==> src/design/stop_seq_map.vh <==
// constants for the stop mode power sequencer
`ifndef STOP_SEQ_MAP_VH
`define STOP_SEQ_MAP_VH
`define ADDR_W            4
`define DATA_W            8
`define REG_CTRL          4'h0
`define REG_STATUS        4'h1
`define REG_TICK          4'h2
`define REG_OPT           4'h3
`define CTRL_ACK_BIT      0
`define CTRL_SEL_BIT      1
`define OPT_STOP_ALLOW_BIT     0
`define OPT_DBG_BIT       1
`define OPT_LOWV_DETECT_ON_BIT      2
`define OPT_LOWV_DETECT_IN_STOP_BIT     3
`define OPT_OSC_BIT       4
`define OPT_ADCK_BIT      5
`define TICK_OFF          3'h0
`define TICK_MSB          2
`define STAT_FLAG_BIT     0
`define STAT_LATCH_BIT    1
`define STAT_S2_BIT       2
`define STAT_S3_BIT       3
`define PORT_W            8
`endif

==> src/design/stop_mode_power_sequencer.v <==
// stop mode power sequencer top module
//
// Decided for this implementation: the address-and-strobe port and the placing of the registers.
`timescale 1ns/1ps
`default_nettype none
`include "stop_seq_map.vh"
module stop_mode_power_sequencer
(
    input  wire                 clk,
    input  wire                 nrst,
    input  wire [`ADDR_W-1:0]   addr,
    input  wire [`DATA_W-1:0]   wdata,
    input  wire                 wr,
    input  wire                 rd,
    output reg  [`DATA_W-1:0]   rdata,
    input  wire                 stop_exec,
    input  wire                 reset_pin_n,
    input  wire                 irq_pin_n,
    input  wire                 keypad_irq,
    input  wire                 tick_event,
    input  wire                 serial_rx_irq,
    input  wire                 adc_irq,
    input  wire                 lowv_interrupt,
    input  wire                 dbg_mem_status_cmd,
    input  wire                 dbg_background_cmd,
    input  wire [`PORT_W-1:0]   port_out,
    input  wire [`PORT_W-1:0]   port_dir,
    input  wire [`PORT_W-1:0]   periph_en,
    input  wire [`PORT_W-1:0]   periph_out,
    input  wire [`PORT_W-1:0]   periph_dir,
    output reg  [`PORT_W-1:0]   pin_out,
    output reg  [`PORT_W-1:0]   pin_oe,
    output reg                  in_stop2,
    output reg                  in_stop3,
    output reg                  periph_clk_en,
    output reg                  dbg_clk_en,
    output reg                  regulator_full,
    output reg                  power_off_logic,
    output reg                  osc_run,
    output reg                  adc_run,
    output reg                  tick_source_en,
    output reg                  por_reset,
    output reg                  illegal_reset,
    output reg                  pin_reset,
    output reg                  wake_irq,
    output reg                  enter_background,
    output reg                  dbg_stop_error
);
    localparam ST_RUN   = 3'b001;
    localparam ST_STOP2 = 3'b010;
    localparam ST_STOP3 = 3'b100;

    reg [2:0] state;
    reg [2:0] next_state;
    reg       partial_power_down_select;
    reg       power_down_wake_flag;
    reg       pins_latched;
    reg [2:0] rti_period_select;
    reg       stop_allow;
    reg       debug_mode_allow;
    reg       lowv_detect_on;
    reg       lowv_detect_in_stop;
    reg       osc_run_in_stop;
    reg       adc_async_clk;
    reg [`PORT_W-1:0] held_out;
    reg [`PORT_W-1:0] held_dir;

    // three-stage synchronisers for pins
    reg [2:0] rst_s;
    reg [2:0] irq_s;
    reg [2:0] kbi_s;
    reg       rst_n_q;
    reg       irq_n_q;
    reg       kbi_q;
    always @(posedge clk or negedge nrst)
    begin
        if (!nrst)
        begin
            rst_s <= 3'h7;
            irq_s <= 3'h7;
            kbi_s <= 3'h0;
            rst_n_q <= 1'b1;
            irq_n_q <= 1'b1;
            kbi_q <= 1'b0;
        end
        else
        begin
            rst_s <= {rst_s[1:0], reset_pin_n};
            irq_s <= {irq_s[1:0], irq_pin_n};
            kbi_s <= {kbi_s[1:0], keypad_irq};
            if (rst_s[1] == rst_s[2])
                rst_n_q <= rst_s[2];
            if (irq_s[1] == irq_s[2])
                irq_n_q <= irq_s[2];
            if (kbi_s[1] == kbi_s[2])
                kbi_q <= kbi_s[2];
        end
    end

    wire lowv_armed = lowv_detect_on & lowv_detect_in_stop;
    wire tick_on    = (rti_period_select != `TICK_OFF);
    wire tick_wake  = tick_on & tick_event;
    wire ack_wr     = wr & (addr == `REG_CTRL) & wdata[`CTRL_ACK_BIT];
    // irq treated active low in stop2
    wire wake2 = ~rst_n_q | ~irq_n_q | tick_wake;
    wire wake3_int = ~irq_n_q | kbi_q | tick_wake | serial_rx_irq
                   | adc_irq | lowv_interrupt
                   | (debug_mode_allow & dbg_background_cmd);
    wire go_stop2 = stop_allow & partial_power_down_select
                  & ~lowv_armed & ~debug_mode_allow;
    wire wake3_int_other = ~irq_n_q | kbi_q | tick_wake | serial_rx_irq
                         | adc_irq | lowv_interrupt;

    // true on the edge that moves from one mode to another
    function leaves;
        input [2:0] cur;
        input [2:0] nxt;
        input [2:0] from;
        input [2:0] to;
        begin
            leaves = (cur == from) && (nxt == to);
        end
    endfunction

    wire exit2  = leaves(state, next_state, ST_STOP2, ST_RUN);
    wire exit3  = leaves(state, next_state, ST_STOP3, ST_RUN);
    wire enter2 = leaves(state, next_state, ST_RUN, ST_STOP2);
    wire cfg_wr = wr & (state == ST_RUN);

    always @*
    begin
        next_state = state;
        case (state)
            ST_RUN:
                if (stop_exec & stop_allow)
                    next_state = go_stop2 ? ST_STOP2 : ST_STOP3;
            ST_STOP2:
                if (wake2)
                    next_state = ST_RUN;
            ST_STOP3:
                if (~rst_n_q | wake3_int)
                    next_state = ST_RUN;
            default:
                next_state = ST_RUN;
        endcase
    end

    always @(posedge clk or negedge nrst)
    begin
        if (!nrst)
        begin
            state <= ST_RUN;
            power_down_wake_flag <= 1'b0;
            pins_latched <= 1'b0;
            held_out <= {`PORT_W{1'b0}};
            held_dir <= {`PORT_W{1'b0}};
            por_reset <= 1'b0;
            illegal_reset <= 1'b0;
            pin_reset <= 1'b0;
            wake_irq <= 1'b0;
            enter_background <= 1'b0;
            dbg_stop_error <= 1'b0;
        end
        else
        begin
            state <= next_state;
            por_reset <= 1'b0;
            illegal_reset <= 1'b0;
            pin_reset <= 1'b0;
            wake_irq <= 1'b0;
            enter_background <= 1'b0;
            dbg_stop_error <= (state != ST_RUN) & dbg_mem_status_cmd;
            if (state == ST_RUN && stop_exec && !stop_allow)
                illegal_reset <= 1'b1;
            if (enter2)
            begin
                pins_latched <= 1'b1;
                held_out <= pin_out;
                held_dir <= pin_oe;
            end
            if (exit2)
                por_reset <= 1'b1;
            if (exit3)
            begin
                pin_reset <= ~rst_n_q;
                wake_irq <= rst_n_q;
                enter_background <= rst_n_q & ~wake3_int_other
                                  & debug_mode_allow;
            end
            // stop2 wake sets the flag, set wins over ack
            if (exit2)
                power_down_wake_flag <= 1'b1;
            else if (ack_wr)
                power_down_wake_flag <= 1'b0;
            if (ack_wr && state == ST_RUN)
                pins_latched <= 1'b0;
        end
    end

    // configuration bits, back to defaults on a stop2 wake
    always @(posedge clk or negedge nrst)
    begin
        if (!nrst)
        begin
            partial_power_down_select <= 1'b0;
            rti_period_select <= `TICK_OFF;
            stop_allow <= 1'b0;
            debug_mode_allow <= 1'b0;
            lowv_detect_on <= 1'b0;
            lowv_detect_in_stop <= 1'b0;
            osc_run_in_stop <= 1'b0;
            adc_async_clk <= 1'b0;
        end
        else if (exit2)
        begin
            // restart as power-on, config registers to default
            partial_power_down_select <= 1'b0;
            rti_period_select <= `TICK_OFF;
            stop_allow <= 1'b0;
            debug_mode_allow <= 1'b0;
            lowv_detect_on <= 1'b0;
            lowv_detect_in_stop <= 1'b0;
            osc_run_in_stop <= 1'b0;
            adc_async_clk <= 1'b0;
        end
        else if (cfg_wr)
        begin
            case (addr)
                `REG_CTRL:
                    partial_power_down_select <= wdata[`CTRL_SEL_BIT];
                `REG_TICK:
                    rti_period_select <= wdata[`TICK_MSB:0];
                `REG_OPT:
                begin
                    stop_allow <= wdata[`OPT_STOP_ALLOW_BIT];
                    debug_mode_allow <= wdata[`OPT_DBG_BIT];
                    lowv_detect_on <= wdata[`OPT_LOWV_DETECT_ON_BIT];
                    lowv_detect_in_stop <= wdata[`OPT_LOWV_DETECT_IN_STOP_BIT];
                    osc_run_in_stop <= wdata[`OPT_OSC_BIT];
                    adc_async_clk <= wdata[`OPT_ADCK_BIT];
                end
                default:
                    ;
            endcase
        end
    end

    // read mux, data stand only in the cycle after the strobe
    reg [`DATA_W-1:0] next_rdata;
    always @*
    begin
        next_rdata = {`DATA_W{1'b0}};
        if (rd)
        begin
            case (addr)
                `REG_CTRL:
                begin
                    next_rdata[`CTRL_SEL_BIT] = partial_power_down_select;
                end
                `REG_STATUS:
                begin
                    next_rdata[`STAT_FLAG_BIT] = power_down_wake_flag;
                    next_rdata[`STAT_LATCH_BIT] = pins_latched;
                    next_rdata[`STAT_S2_BIT] = (state == ST_STOP2);
                    next_rdata[`STAT_S3_BIT] = (state == ST_STOP3);
                end
                `REG_TICK:
                begin
                    next_rdata[`TICK_MSB:0] = rti_period_select;
                end
                `REG_OPT:
                begin
                    next_rdata[`OPT_STOP_ALLOW_BIT] = stop_allow;
                    next_rdata[`OPT_DBG_BIT] = debug_mode_allow;
                    next_rdata[`OPT_LOWV_DETECT_ON_BIT] = lowv_detect_on;
                    next_rdata[`OPT_LOWV_DETECT_IN_STOP_BIT] = lowv_detect_in_stop;
                    next_rdata[`OPT_OSC_BIT] = osc_run_in_stop;
                    next_rdata[`OPT_ADCK_BIT] = adc_async_clk;
                end
                default:
                begin
                    next_rdata = {`DATA_W{1'b0}};
                end
            endcase
        end
    end

    always @(posedge clk or negedge nrst)
    begin
        if (!nrst)
        begin
            rdata <= {`DATA_W{1'b0}};
        end
        else
        begin
            rdata <= next_rdata;
        end
    end

    // pin drive and power outputs
    genvar g;
    generate
        for (g = 0; g < `PORT_W; g = g + 1)
        begin : pin_mux
            always @(posedge clk or negedge nrst)
            begin
                if (!nrst)
                begin
                    pin_out[g] <= 1'b0;
                    pin_oe[g] <= 1'b0;
                end
                else if (enter2)
                begin
                    pin_out[g] <= pin_out[g];
                    pin_oe[g] <= pin_oe[g];
                end
                else if (pins_latched)
                begin
                    pin_out[g] <= held_out[g];
                    pin_oe[g] <= held_dir[g];
                end
                else if (periph_en[g])
                begin
                    pin_out[g] <= periph_out[g];
                    pin_oe[g] <= periph_dir[g];
                end
                else
                begin
                    pin_out[g] <= port_out[g];
                    pin_oe[g] <= port_dir[g];
                end
            end
        end
    endgenerate

    wire stop_any = (next_state != ST_RUN);
    always @(posedge clk or negedge nrst)
    begin
        if (!nrst)
        begin
            in_stop2 <= 1'b0;
            in_stop3 <= 1'b0;
            periph_clk_en <= 1'b1;
            dbg_clk_en <= 1'b1;
            regulator_full <= 1'b1;
            power_off_logic <= 1'b0;
            osc_run <= 1'b1;
            adc_run <= 1'b1;
            tick_source_en <= 1'b0;
        end
        else
        begin
            in_stop2 <= (next_state == ST_STOP2);
            in_stop3 <= (next_state == ST_STOP3);
            periph_clk_en <= ~stop_any;
            dbg_clk_en <= ~stop_any | debug_mode_allow;
            regulator_full <= ~stop_any | debug_mode_allow
                            | lowv_armed;
            power_off_logic <= (next_state == ST_STOP2);
            osc_run <= ~stop_any
                     | ((next_state == ST_STOP3) & osc_run_in_stop);
            adc_run <= ~stop_any | ((next_state == ST_STOP3)
                     & adc_async_clk & lowv_detect_on);
            tick_source_en <= tick_on;
        end
    end
endmodule // stop_mode_power_sequencer
`default_nettype wire

==> config.mk <==
export PLATFORM = sky130hd
export DESIGN_NAME = stop_mode_power_sequencer
export DESIGN_NICKNAME = d
export VERILOG_FILES = /design/src/design/stop_mode_power_sequencer.v
export VERILOG_INCLUDE_DIRS = /design/src /design/src/design
export SDC_FILE = /design/constraint.sdc
export NUM_CORES = 1
export LEC_CHECK = 0
export ABC_AREA = 0
export BUFFER_PORTS_ARGS = -buffer_cell sky130_fd_sc_hd__buf_2
export CORE_UTILIZATION = 50
export DETAILED_ROUTE_END_ITERATION = 10
export PLACE_DENSITY_LB_ADDON = 0.2
export SLEW_MARGIN = 25
export SYNTH_ARGS = -nofsm -noshare
export SYNTH_HDL_FRONTEND = slang
export SYNTH_SLANG_ARGS = --single-unit
==> constraint.sdc <==
create_clock -name clk -period 2.1 [get_ports clk]
set_clock_uncertainty 0.05 [all_clocks]
set_input_delay 0.525 -clock clk [delete_from_list [all_inputs] [get_ports clk]]
set_output_delay 0.525 -clock clk [all_outputs]
set_load 0.005 [all_outputs]
==> reports/summary.txt, run 1 <==
Endpoint class of the critical path: flop
Total setup buffers inserted after CTS: 0
Arrival time reported for the critical path endpoint: 2.05 ns
Mapped Cells: 299
Number of flip-flops and latches in the synthesized netlist: 79
Category of the worst setup path launch point: flop
Fin crit period: 1.88 ns
Chip height: 82.8 um
Number of primary I/O pins: 105
Highest fanout seen on the critical path: 6
Final Util: 65.7%
Max-slew headroom: 61.0%
Drt pass-1 iters: 4
Clock latency of the later-clocked register in the worst-skew pair: 0.35 ns
Filler Cell Count: 519
Critical path endpoint: lowv_detect_on$_DFFE_PN0P_
Fraction of registers with async set/reset: 100%
Number of antenna violations at the first check in global routing: 0
Horizontal die dimension: 82.8 um
Combinational power share: 24.5%
RSZ-0062 raised after global routing: false
Violation count after the first detailed-route iteration: 125
Final Worst Setup Slack: 0.223 ns
Destination of the worst register-to-register timing path: lowv_detect_on$_DFFE_PN0P_
Clock tree from TritonCTS: done
Buffer type at the clock tree root: sky130_fd_sc_hd__clkbuf_8
Worst supply voltage drop on vdd: 0.839 mV
# port buffers: 100
Total global-route track usage: 20.9%
Area delta synth->final: 27.0%
Dpl cell area: 0.00390 mm2
Class of the tightest hold or removal check: in -> async
Gp weighted congestion: 0.814
Max Buffers Root-to-Sink: 2
Summed instance area of the synthesized netlist: 0.00326 mm2
Critical path startpoint: state[0]$_DFF_PN1_
Area used by multi-input combinational logic: 0.00119 mm2
Worst r2r path cells: 5
Register area share after synthesis: 61.1%
Share of layout cells above drive strength 1: 35.9%
Number of H-tree branching levels: 3
Primary FF master, synth: sky130_fd_sc_hd__dfrtp_1
Grt ovf: 0
MaxCap Viol Count: 0
Number of design rule violations left after detail routing: 0
Internal Power: 3.36 mW
Number of cells upsized or downsized after cts: 0
Average size of a mapped cell: 10.9 um2
Most repeated cell in the gate-level netlist after synthesis: sky130_fd_sc_hd__dfrtp_1
Power density over the cells: 1160 mW/mm2
Max frequency: 533 MHz
Net total in the final layout: 471
Actual transition at the worst max-transition pin: 0.583 ns
Count of different cell masters after synthesis: 41
Cell taking the most area after synthesis: sky130_fd_sc_hd__dfrtp_1
Power Total: 4.79 mW
Fin. Hold Viols: 0
Worst endpoint required time: 2.27 ns
Static power due to leakage: 2.13 nW
Crit share post-route: 89.4%
Sw power: 1.44 mW
Outcome: complete, no violations
Clock network fraction of total power: 27.8%
CP Class: reg -> reg
Number of enable flip-flop cells after synthesis: 0
TritonCTS Buffers: 9
Global-route wire length before repair: 11300 um
Clock Pin Slew Worst Setup and Hold Paths: 0.08 ns
Warning count from the yosys run: 0
Part of the power in registers: 47.7%
Fin Setup TNS: 0 ns
Post-detailed-route count of antenna-violating nets: 0
Vias in the first global route: 2408
Per-cell routed wire length: 13.7 um
Fraction of synthesized cell area taken by the top area cell type: 49.8%
Setup-failing EPs final: 0
Placeable core region: 0.00631 mm2
Overall die area: 0.00686 mm2
Non-Filler Cell Area, Final: 0.00415 mm2
Count of inserted antenna diode cells: 0
Clock sink total: 79
DR vias/cell: 5.12
Setup Slack @ Placement: 0.197 ns
Count of pins over their slew limit: 0
Reg2reg start: state[0]$_DFF_PN1_
Worst R2R Setup Slack: 0.22 ns
Sw Ratio: 30.0%
Pin count of the biggest net entering global routing: 39
Number of vias after detailed routing: 2495
Final HPWL DP: 4800 um
Hold buffers post-CTS: 0
Commonest cells in the netlist: sky130_fd_sc_hd__dfrtp_1, sky130_fd_sc_hd__nand2_1, sky130_fd_sc_hd__nor2_1
Register cell area after layout: 0.00199 mm2
Top area cells in the synthesized netlist: sky130_fd_sc_hd__dfrtp_1, sky130_fd_sc_hd__dfstp_2, sky130_fd_sc_hd__mux2i_1
Initial core utilization: 51.7%
Total wire length after detailed routing: 6670 um
Number of core rows: 29
## placed cells by master, fill, tap and decap left out, types with 3 or more instances in the layout
cell type,netlist,layout
sky130_fd_sc_hd__nor2_1,34,34
sky130_fd_sc_hd__a21o_1,3,3
sky130_fd_sc_hd__nand2_1,55,55
sky130_fd_sc_hd__clkbuf_8,0,11
sky130_fd_sc_hd__o21ai_0,18,18
sky130_fd_sc_hd__nor3b_1,5,5
sky130_fd_sc_hd__and2_1,5,5
sky130_fd_sc_hd__dfstp_2,14,14
sky130_fd_sc_hd__buf_4,3,8
sky130_fd_sc_hd__dfrtp_1,65,65
sky130_fd_sc_hd__buf_12,0,3
sky130_fd_sc_hd__maj3_1,3,3
sky130_fd_sc_hd__buf_2,5,99
sky130_fd_sc_hd__a21oi_1,19,19
sky130_fd_sc_hd__mux2i_1,26,26
## how the worst min path moves through the flow
| stage | slack [ns] | startpoint | endpoint |
|---|---|---|---|
| floorplan | 0.18 | nrst | adc_async_clk$_DFFE_PN0P_ |
| global placement | 0.28 | kbi_s[0]$_DFF_PN0_ | kbi_s[1]$_DFF_PN0_ |
| detailed placement | 0.29 | kbi_s[0]$_DFF_PN0_ | kbi_s[1]$_DFF_PN0_ |
| CTS | 0.08 | nrst | por_reset$_DFF_PN0_ |
| global route | 0.11 | nrst | por_reset$_DFF_PN0_ |
| finish | 0.07 | nrst | por_reset$_DFF_PN0_ |
## stage by stage
step,cells,hold WS [ns]
detailed placement,471,0.293
CTS,487,0.0839
global route,487,0.111
floorplan,300,0.179
finish,487,0.0708
global placement,471,0.284
## worst max-delay path, cell delays in order (launching register included)
cell                      delay [ns]
sky130_fd_sc_hd__dfstp_2        0.56
sky130_fd_sc_hd__or3b_1         0.47
sky130_fd_sc_hd__nor3_4         0.26
sky130_fd_sc_hd__buf_12         0.15
sky130_fd_sc_hd__mux2i_1        0.20
sky130_fd_sc_hd__nor2_1         0.06
## final cells by class
cell class                      count  area share (%)
Sequential cell                    79            48.1
Tap cell                           77            2.32
Clock inverter                      2            1.45
Timing Repair Buffer              110            14.8
Inverter                            2           0.181
Clock buffer                       14            4.44
Multi-Input combinational cell    203            28.7
## routing by layer
| metal | global-route usage [%] | part of all wire [%] |
|---|---|---|
| met5 | 0 | 0 |
| met4 | 7.84 | 1.3 |
| met3 | 5.07 | 4.1 |
| met2 | 32.9 | 48 |
| met1 | 28.1 | 47 |
## sequential cells by signal, indices dropped and copies added (netlist names), 3 cells and up
register and cells:
held_dir 8, held_out 8, irq_s 3, kbi_s 3, pin_oe 8, pin_out 8, rdata 6, rst_s 3
rti_period_select 3, state 3
## logic make-up after synthesis
| group | count (synthesis) | synth area share, % |
|---|---|---|
| buffers and inverters | 18 | 2.61 |
| and+or+nand+nor | 117 | 16.7 |
| AOI/OAI and AO/OA | 53 | 9.93 |
| muxes | 28 | 8.66 |
| DFF | 79 | 61.1 |
| other | 1 | 0.115 |
| adders and majority gates | 3 | 0.920 |
## power by group through the flow
stage               combinational [mW]  sequential [mW]  clock, mW
finish                            1.17             2.29       1.33
global route                      1.34             2.35       1.43
CTS                               1.20             2.29       1.36
detailed placement                1.19             2.31          0
global placement                  1.15             2.29          0
floorplan                        0.695             2.27          0
Power figures use the tool's default switching activity.
==> run 2: changes to the inputs <==
--- a/config.mk
+++ b/config.mk
@@ -6,9 +6,9 @@
 export SDC_FILE = /design/constraint.sdc
 export NUM_CORES = 1
 export LEC_CHECK = 0
-export ABC_AREA = 0
+export ABC_AREA = 1
 export BUFFER_PORTS_ARGS = -buffer_cell sky130_fd_sc_hd__buf_2
-export CORE_UTILIZATION = 50
+export CORE_UTILIZATION = 51
 export DETAILED_ROUTE_END_ITERATION = 10
 export PLACE_DENSITY_LB_ADDON = 0.2
 export SLEW_MARGIN = 25
==> run 2 against run 1 <==
Compared with the run above: combinational power grew 15%; non-clock buffer count down 7; wire length grew 7.2%; utilization is 0.17 points higher; maximum frequency is 8.9% higher; cell count increased by 16%; power grew 3.8%; sequential cell count did not move; hold slack got worse by 0.019 ns; critical path type unchanged; highest routed layer unchanged.
==> reports/summary.txt, run 2 <==
Outcome: complete, no violations
Hold buffers post-CTS: 0 (unchanged)
Total wire length after detailed routing: 7150 um (+7.2%)
Average size of a mapped cell: 8.92 um2 (-18%)
Vias in the first global route: 2711 (+13%)
Class of the tightest hold or removal check: in -> async
Worst supply voltage drop on vdd: 0.613 mV (-27%)
Register area share after synthesis: 58.9% (-2.2 points)
Max Buffers Root-to-Sink: 2 (unchanged)
Warning count from the yosys run: 0 (unchanged)
Total global-route track usage: 22.0% (+1.2 points)
RSZ-0062 raised after global routing: false
Clock Pin Slew Worst Setup and Hold Paths: 0.08 ns (about the same)
Pin count of the biggest net entering global routing: 54 (+38%)
Dpl cell area: 0.00396 mm2 (+1.5%)
Summed instance area of the synthesized netlist: 0.00339 mm2 (+3.8%)
Static power due to leakage: 2.29 nW (+7.3%)
Longest individual stage delay on the worst path: 0.56 ns (about the same)
Commonest cells in the netlist: sky130_fd_sc_hd__nand2_1, sky130_fd_sc_hd__dfrtp_1, sky130_fd_sc_hd__inv_1
Number of antenna violations at the first check in global routing: 0 (unchanged)
Clock sink total: 79 (unchanged)
# port buffers: 100 (unchanged)
Setup-failing EPs final: 0 (unchanged)
Count of different cell masters after synthesis: 29 (-29%)
Filler Cell Count: 520 (+0.19%)
Non-filler cells, final: 566 (+16%)
Total setup buffers inserted after CTS: 0 (unchanged)
Max frequency: 580 MHz (+8.9%)
Worst endpoint required time: 2.31 ns (+0.04 ns)
Cell chain of the critical path: nand3_2 -> nor2_4 -> nand2_4 -> inv_2 -> nand2_1 -> o21ai_0
Violation count after the first detailed-route iteration: 172 (+38%)
Net total in the final layout: 550 (+17%)
Register cell area after layout: 0.00199 mm2 (unchanged)
Fraction of synthesized cell area taken by the top area cell type: 48.0% (-1.8 points)
Number of primary I/O pins: 105 (unchanged)
Post-detailed-route count of antenna-violating nets: 0 (unchanged)
Fin Setup TNS: 0 ns (unchanged)
Chip height: 83.5 um (+0.86%)
Area used by multi-input combinational logic: 0.00112 mm2 (-5.7%)
Overall die area: 0.00697 mm2 (+1.7%)
Most repeated cell in the gate-level netlist after synthesis: sky130_fd_sc_hd__nand2_1
Final HPWL DP: 5270 um (+9.8%)
Area delta synth->final: 24.1%
Placeable core region: 0.00639 mm2 (+1.1%)
Instance count after placement with tap cells included: 550 (+17%)
DR vias/cell: 4.93 (-3.9%)
Number of flip-flops and latches in the synthesized netlist: 79 (unchanged)
Category of the worst setup path launch point: flop
Number of design rule violations left after detail routing: 0 (unchanged)
Most frequent standard cell in the layout excluding fill and tap cells: sky130_fd_sc_hd__nand2_1
Commonest cells after routing, fill and taps aside: sky130_fd_sc_hd__nand2_1, sky130_fd_sc_hd__buf_2, sky130_fd_sc_hd__dfrtp_1, sky130_fd_sc_hd__inv_1, sky130_fd_sc_hd__o21ai_0
Horizontal die dimension: 83.5 um (+0.86%)
Fin. Hold Viols: 0 (unchanged)
Crit share post-route: 82.1% (-7.3 points)
Arrival time reported for the critical path endpoint: 1.93 ns (-0.12 ns)
Cell taking the most area after synthesis: sky130_fd_sc_hd__dfrtp_1
Fin crit period: 1.72 ns (-0.153 ns)
Per-cell routed wire length: 12.6 um (-7.7%)
Mapped Cells: 380 (+27%)
Number of enable flip-flop cells after synthesis: 0 (unchanged)
Buffer type at the clock tree root: sky130_fd_sc_hd__clkbuf_8
Worst R2R Setup Slack: 0.38 ns (+0.15 ns)
Power Total: 4.98 mW (+3.8%)
Global-route wire length before repair: 12100 um (+7.2%)
Initial core utilization: 53.1% (+1.4 points)
Final Hold Slack: 0.0519 ns (-0.0189 ns)
Top area cells in the synthesized netlist: sky130_fd_sc_hd__dfrtp_1, sky130_fd_sc_hd__nand2_1, sky130_fd_sc_hd__dfstp_2
Drt pass-1 iters: 4 (unchanged)
Worst-path cell with the longest stage delay: sky130_fd_sc_hd__dfstp_2
Power density over the cells: 1180 mW/mm2 (+2.3%)
Final Util: 65.9% (+0.17 points)
Non-Filler Cell Area, Final: 0.00421 mm2 (+1.4%)
Number of buffer and inverter stages on the critical path: 1 (unchanged)
Endpoint class of the critical path: flop
CP Class: reg -> reg
Setup Slack @ Placement: 0.383 ns (+0.186 ns)
Share of layout cells above drive strength 1: 30.3% (-5.6 points)
Clock tree from TritonCTS: done
MaxCap Viol Count: 0 (unchanged)
Number of cells upsized or downsized after cts: 0 (unchanged)
Count of pins over their slew limit: 0 (unchanged)
Count of inserted antenna diode cells: 0 (unchanged)
Clock latency of the later-clocked register in the worst-skew pair: 0.34 ns (about the same)
Fraction of registers with async set/reset: 100% (unchanged)
Highest fanout seen on the critical path: 53 (+47)
Number of H-tree branching levels: 3 (unchanged)
Final Worst Setup Slack: 0.376 ns (+0.153 ns)
Cell family with most CP delay: simple AND/OR/NAND/NOR gates
Gp weighted congestion: 0.784 (-3.7%)
Primary FF master, synth: sky130_fd_sc_hd__dfrtp_1
Grt ovf: 0 (unchanged)
Number of core rows: 29 (unchanged)
TritonCTS Buffers: 9 (unchanged)
Number of vias after detailed routing: 2788 (+12%)
==> run 2: changes by cell type in the layout (fill, tap and decap cells not counted), moves of 5 or more <==
cell                       before  now
sky130_fd_sc_hd__and2_1         5    0
sky130_fd_sc_hd__nand2_1       55  117
sky130_fd_sc_hd__nor3b_1        5    0
sky130_fd_sc_hd__o211ai_1       0   11
sky130_fd_sc_hd__o21ai_0       18   34
sky130_fd_sc_hd__a21oi_1       19    4
sky130_fd_sc_hd__mux2i_1       26    0
sky130_fd_sc_hd__buf_4          8    2
sky130_fd_sc_hd__nand3_1        1   28
sky130_fd_sc_hd__nor2_1        34   21
sky130_fd_sc_hd__inv_1          2   50
==> run 2: kinds of logic after synthesis <==
| family | share of synthesized area (%) |
|---|---|
| AND/OR/NAND/NOR | 23.4 |
| flip-flops | 58.9 |
| buffers and inverters | 8.16 |
| AO/OA/AOI/OAI | 8.57 |
| adder cells (fa/ha/maj) | 0.886 |
| other | 0.111 |
==> run 2: final cells by class <==
cell class	instances	area share, %
sequential	79	47.4
multi-input combinational	238	26.7
timing repair buffer	103	13.1
inverter	53	4.73
clock buffer	9	2.95
clock inverter	7	2.86
tap	77	2.29
==> run 2: layer usage <==
layer / part of all wire (%) / vias to the layer above / track usage (%)
li1: - / 1401 / -
met1: 45 / 1300 / 28.5
met2: 48 / 77 / 36.3
met3: 5.1 / 10 / 5.93
met4: 1.4 / 0 / 7.40
met5: 0 / - / 0
==> run 2: path summary, 6_finish.rpt <==
path / start / end / cells past startpoint
max: state[0]$_DFF_PN1_ / pin_out[4]$_DFFE_PN0N_ / 6
min: nrst / pin_out[2]$_DFFE_PN0N_ / 1
max reg2reg: state[0]$_DFF_PN1_ / pin_out[4]$_DFFE_PN0N_ / 6
min reg2reg: rst_s[0]$_DFF_PN1_ / rst_s[1]$_DFF_PN1_ / 0
max in group asynchronous: nrst / dbg_clk_en$_DFF_PN1_ / 2
min in group clk: irq_pin_n / irq_s[0]$_DFF_PN1_ / 1
==> run 2: report_power, final <==
group          total, mW  switching, mW  internal, mW
clock               1.35          0.553         0.793
combinational       1.34          0.780         0.561
sequential          2.29          0.265          2.02
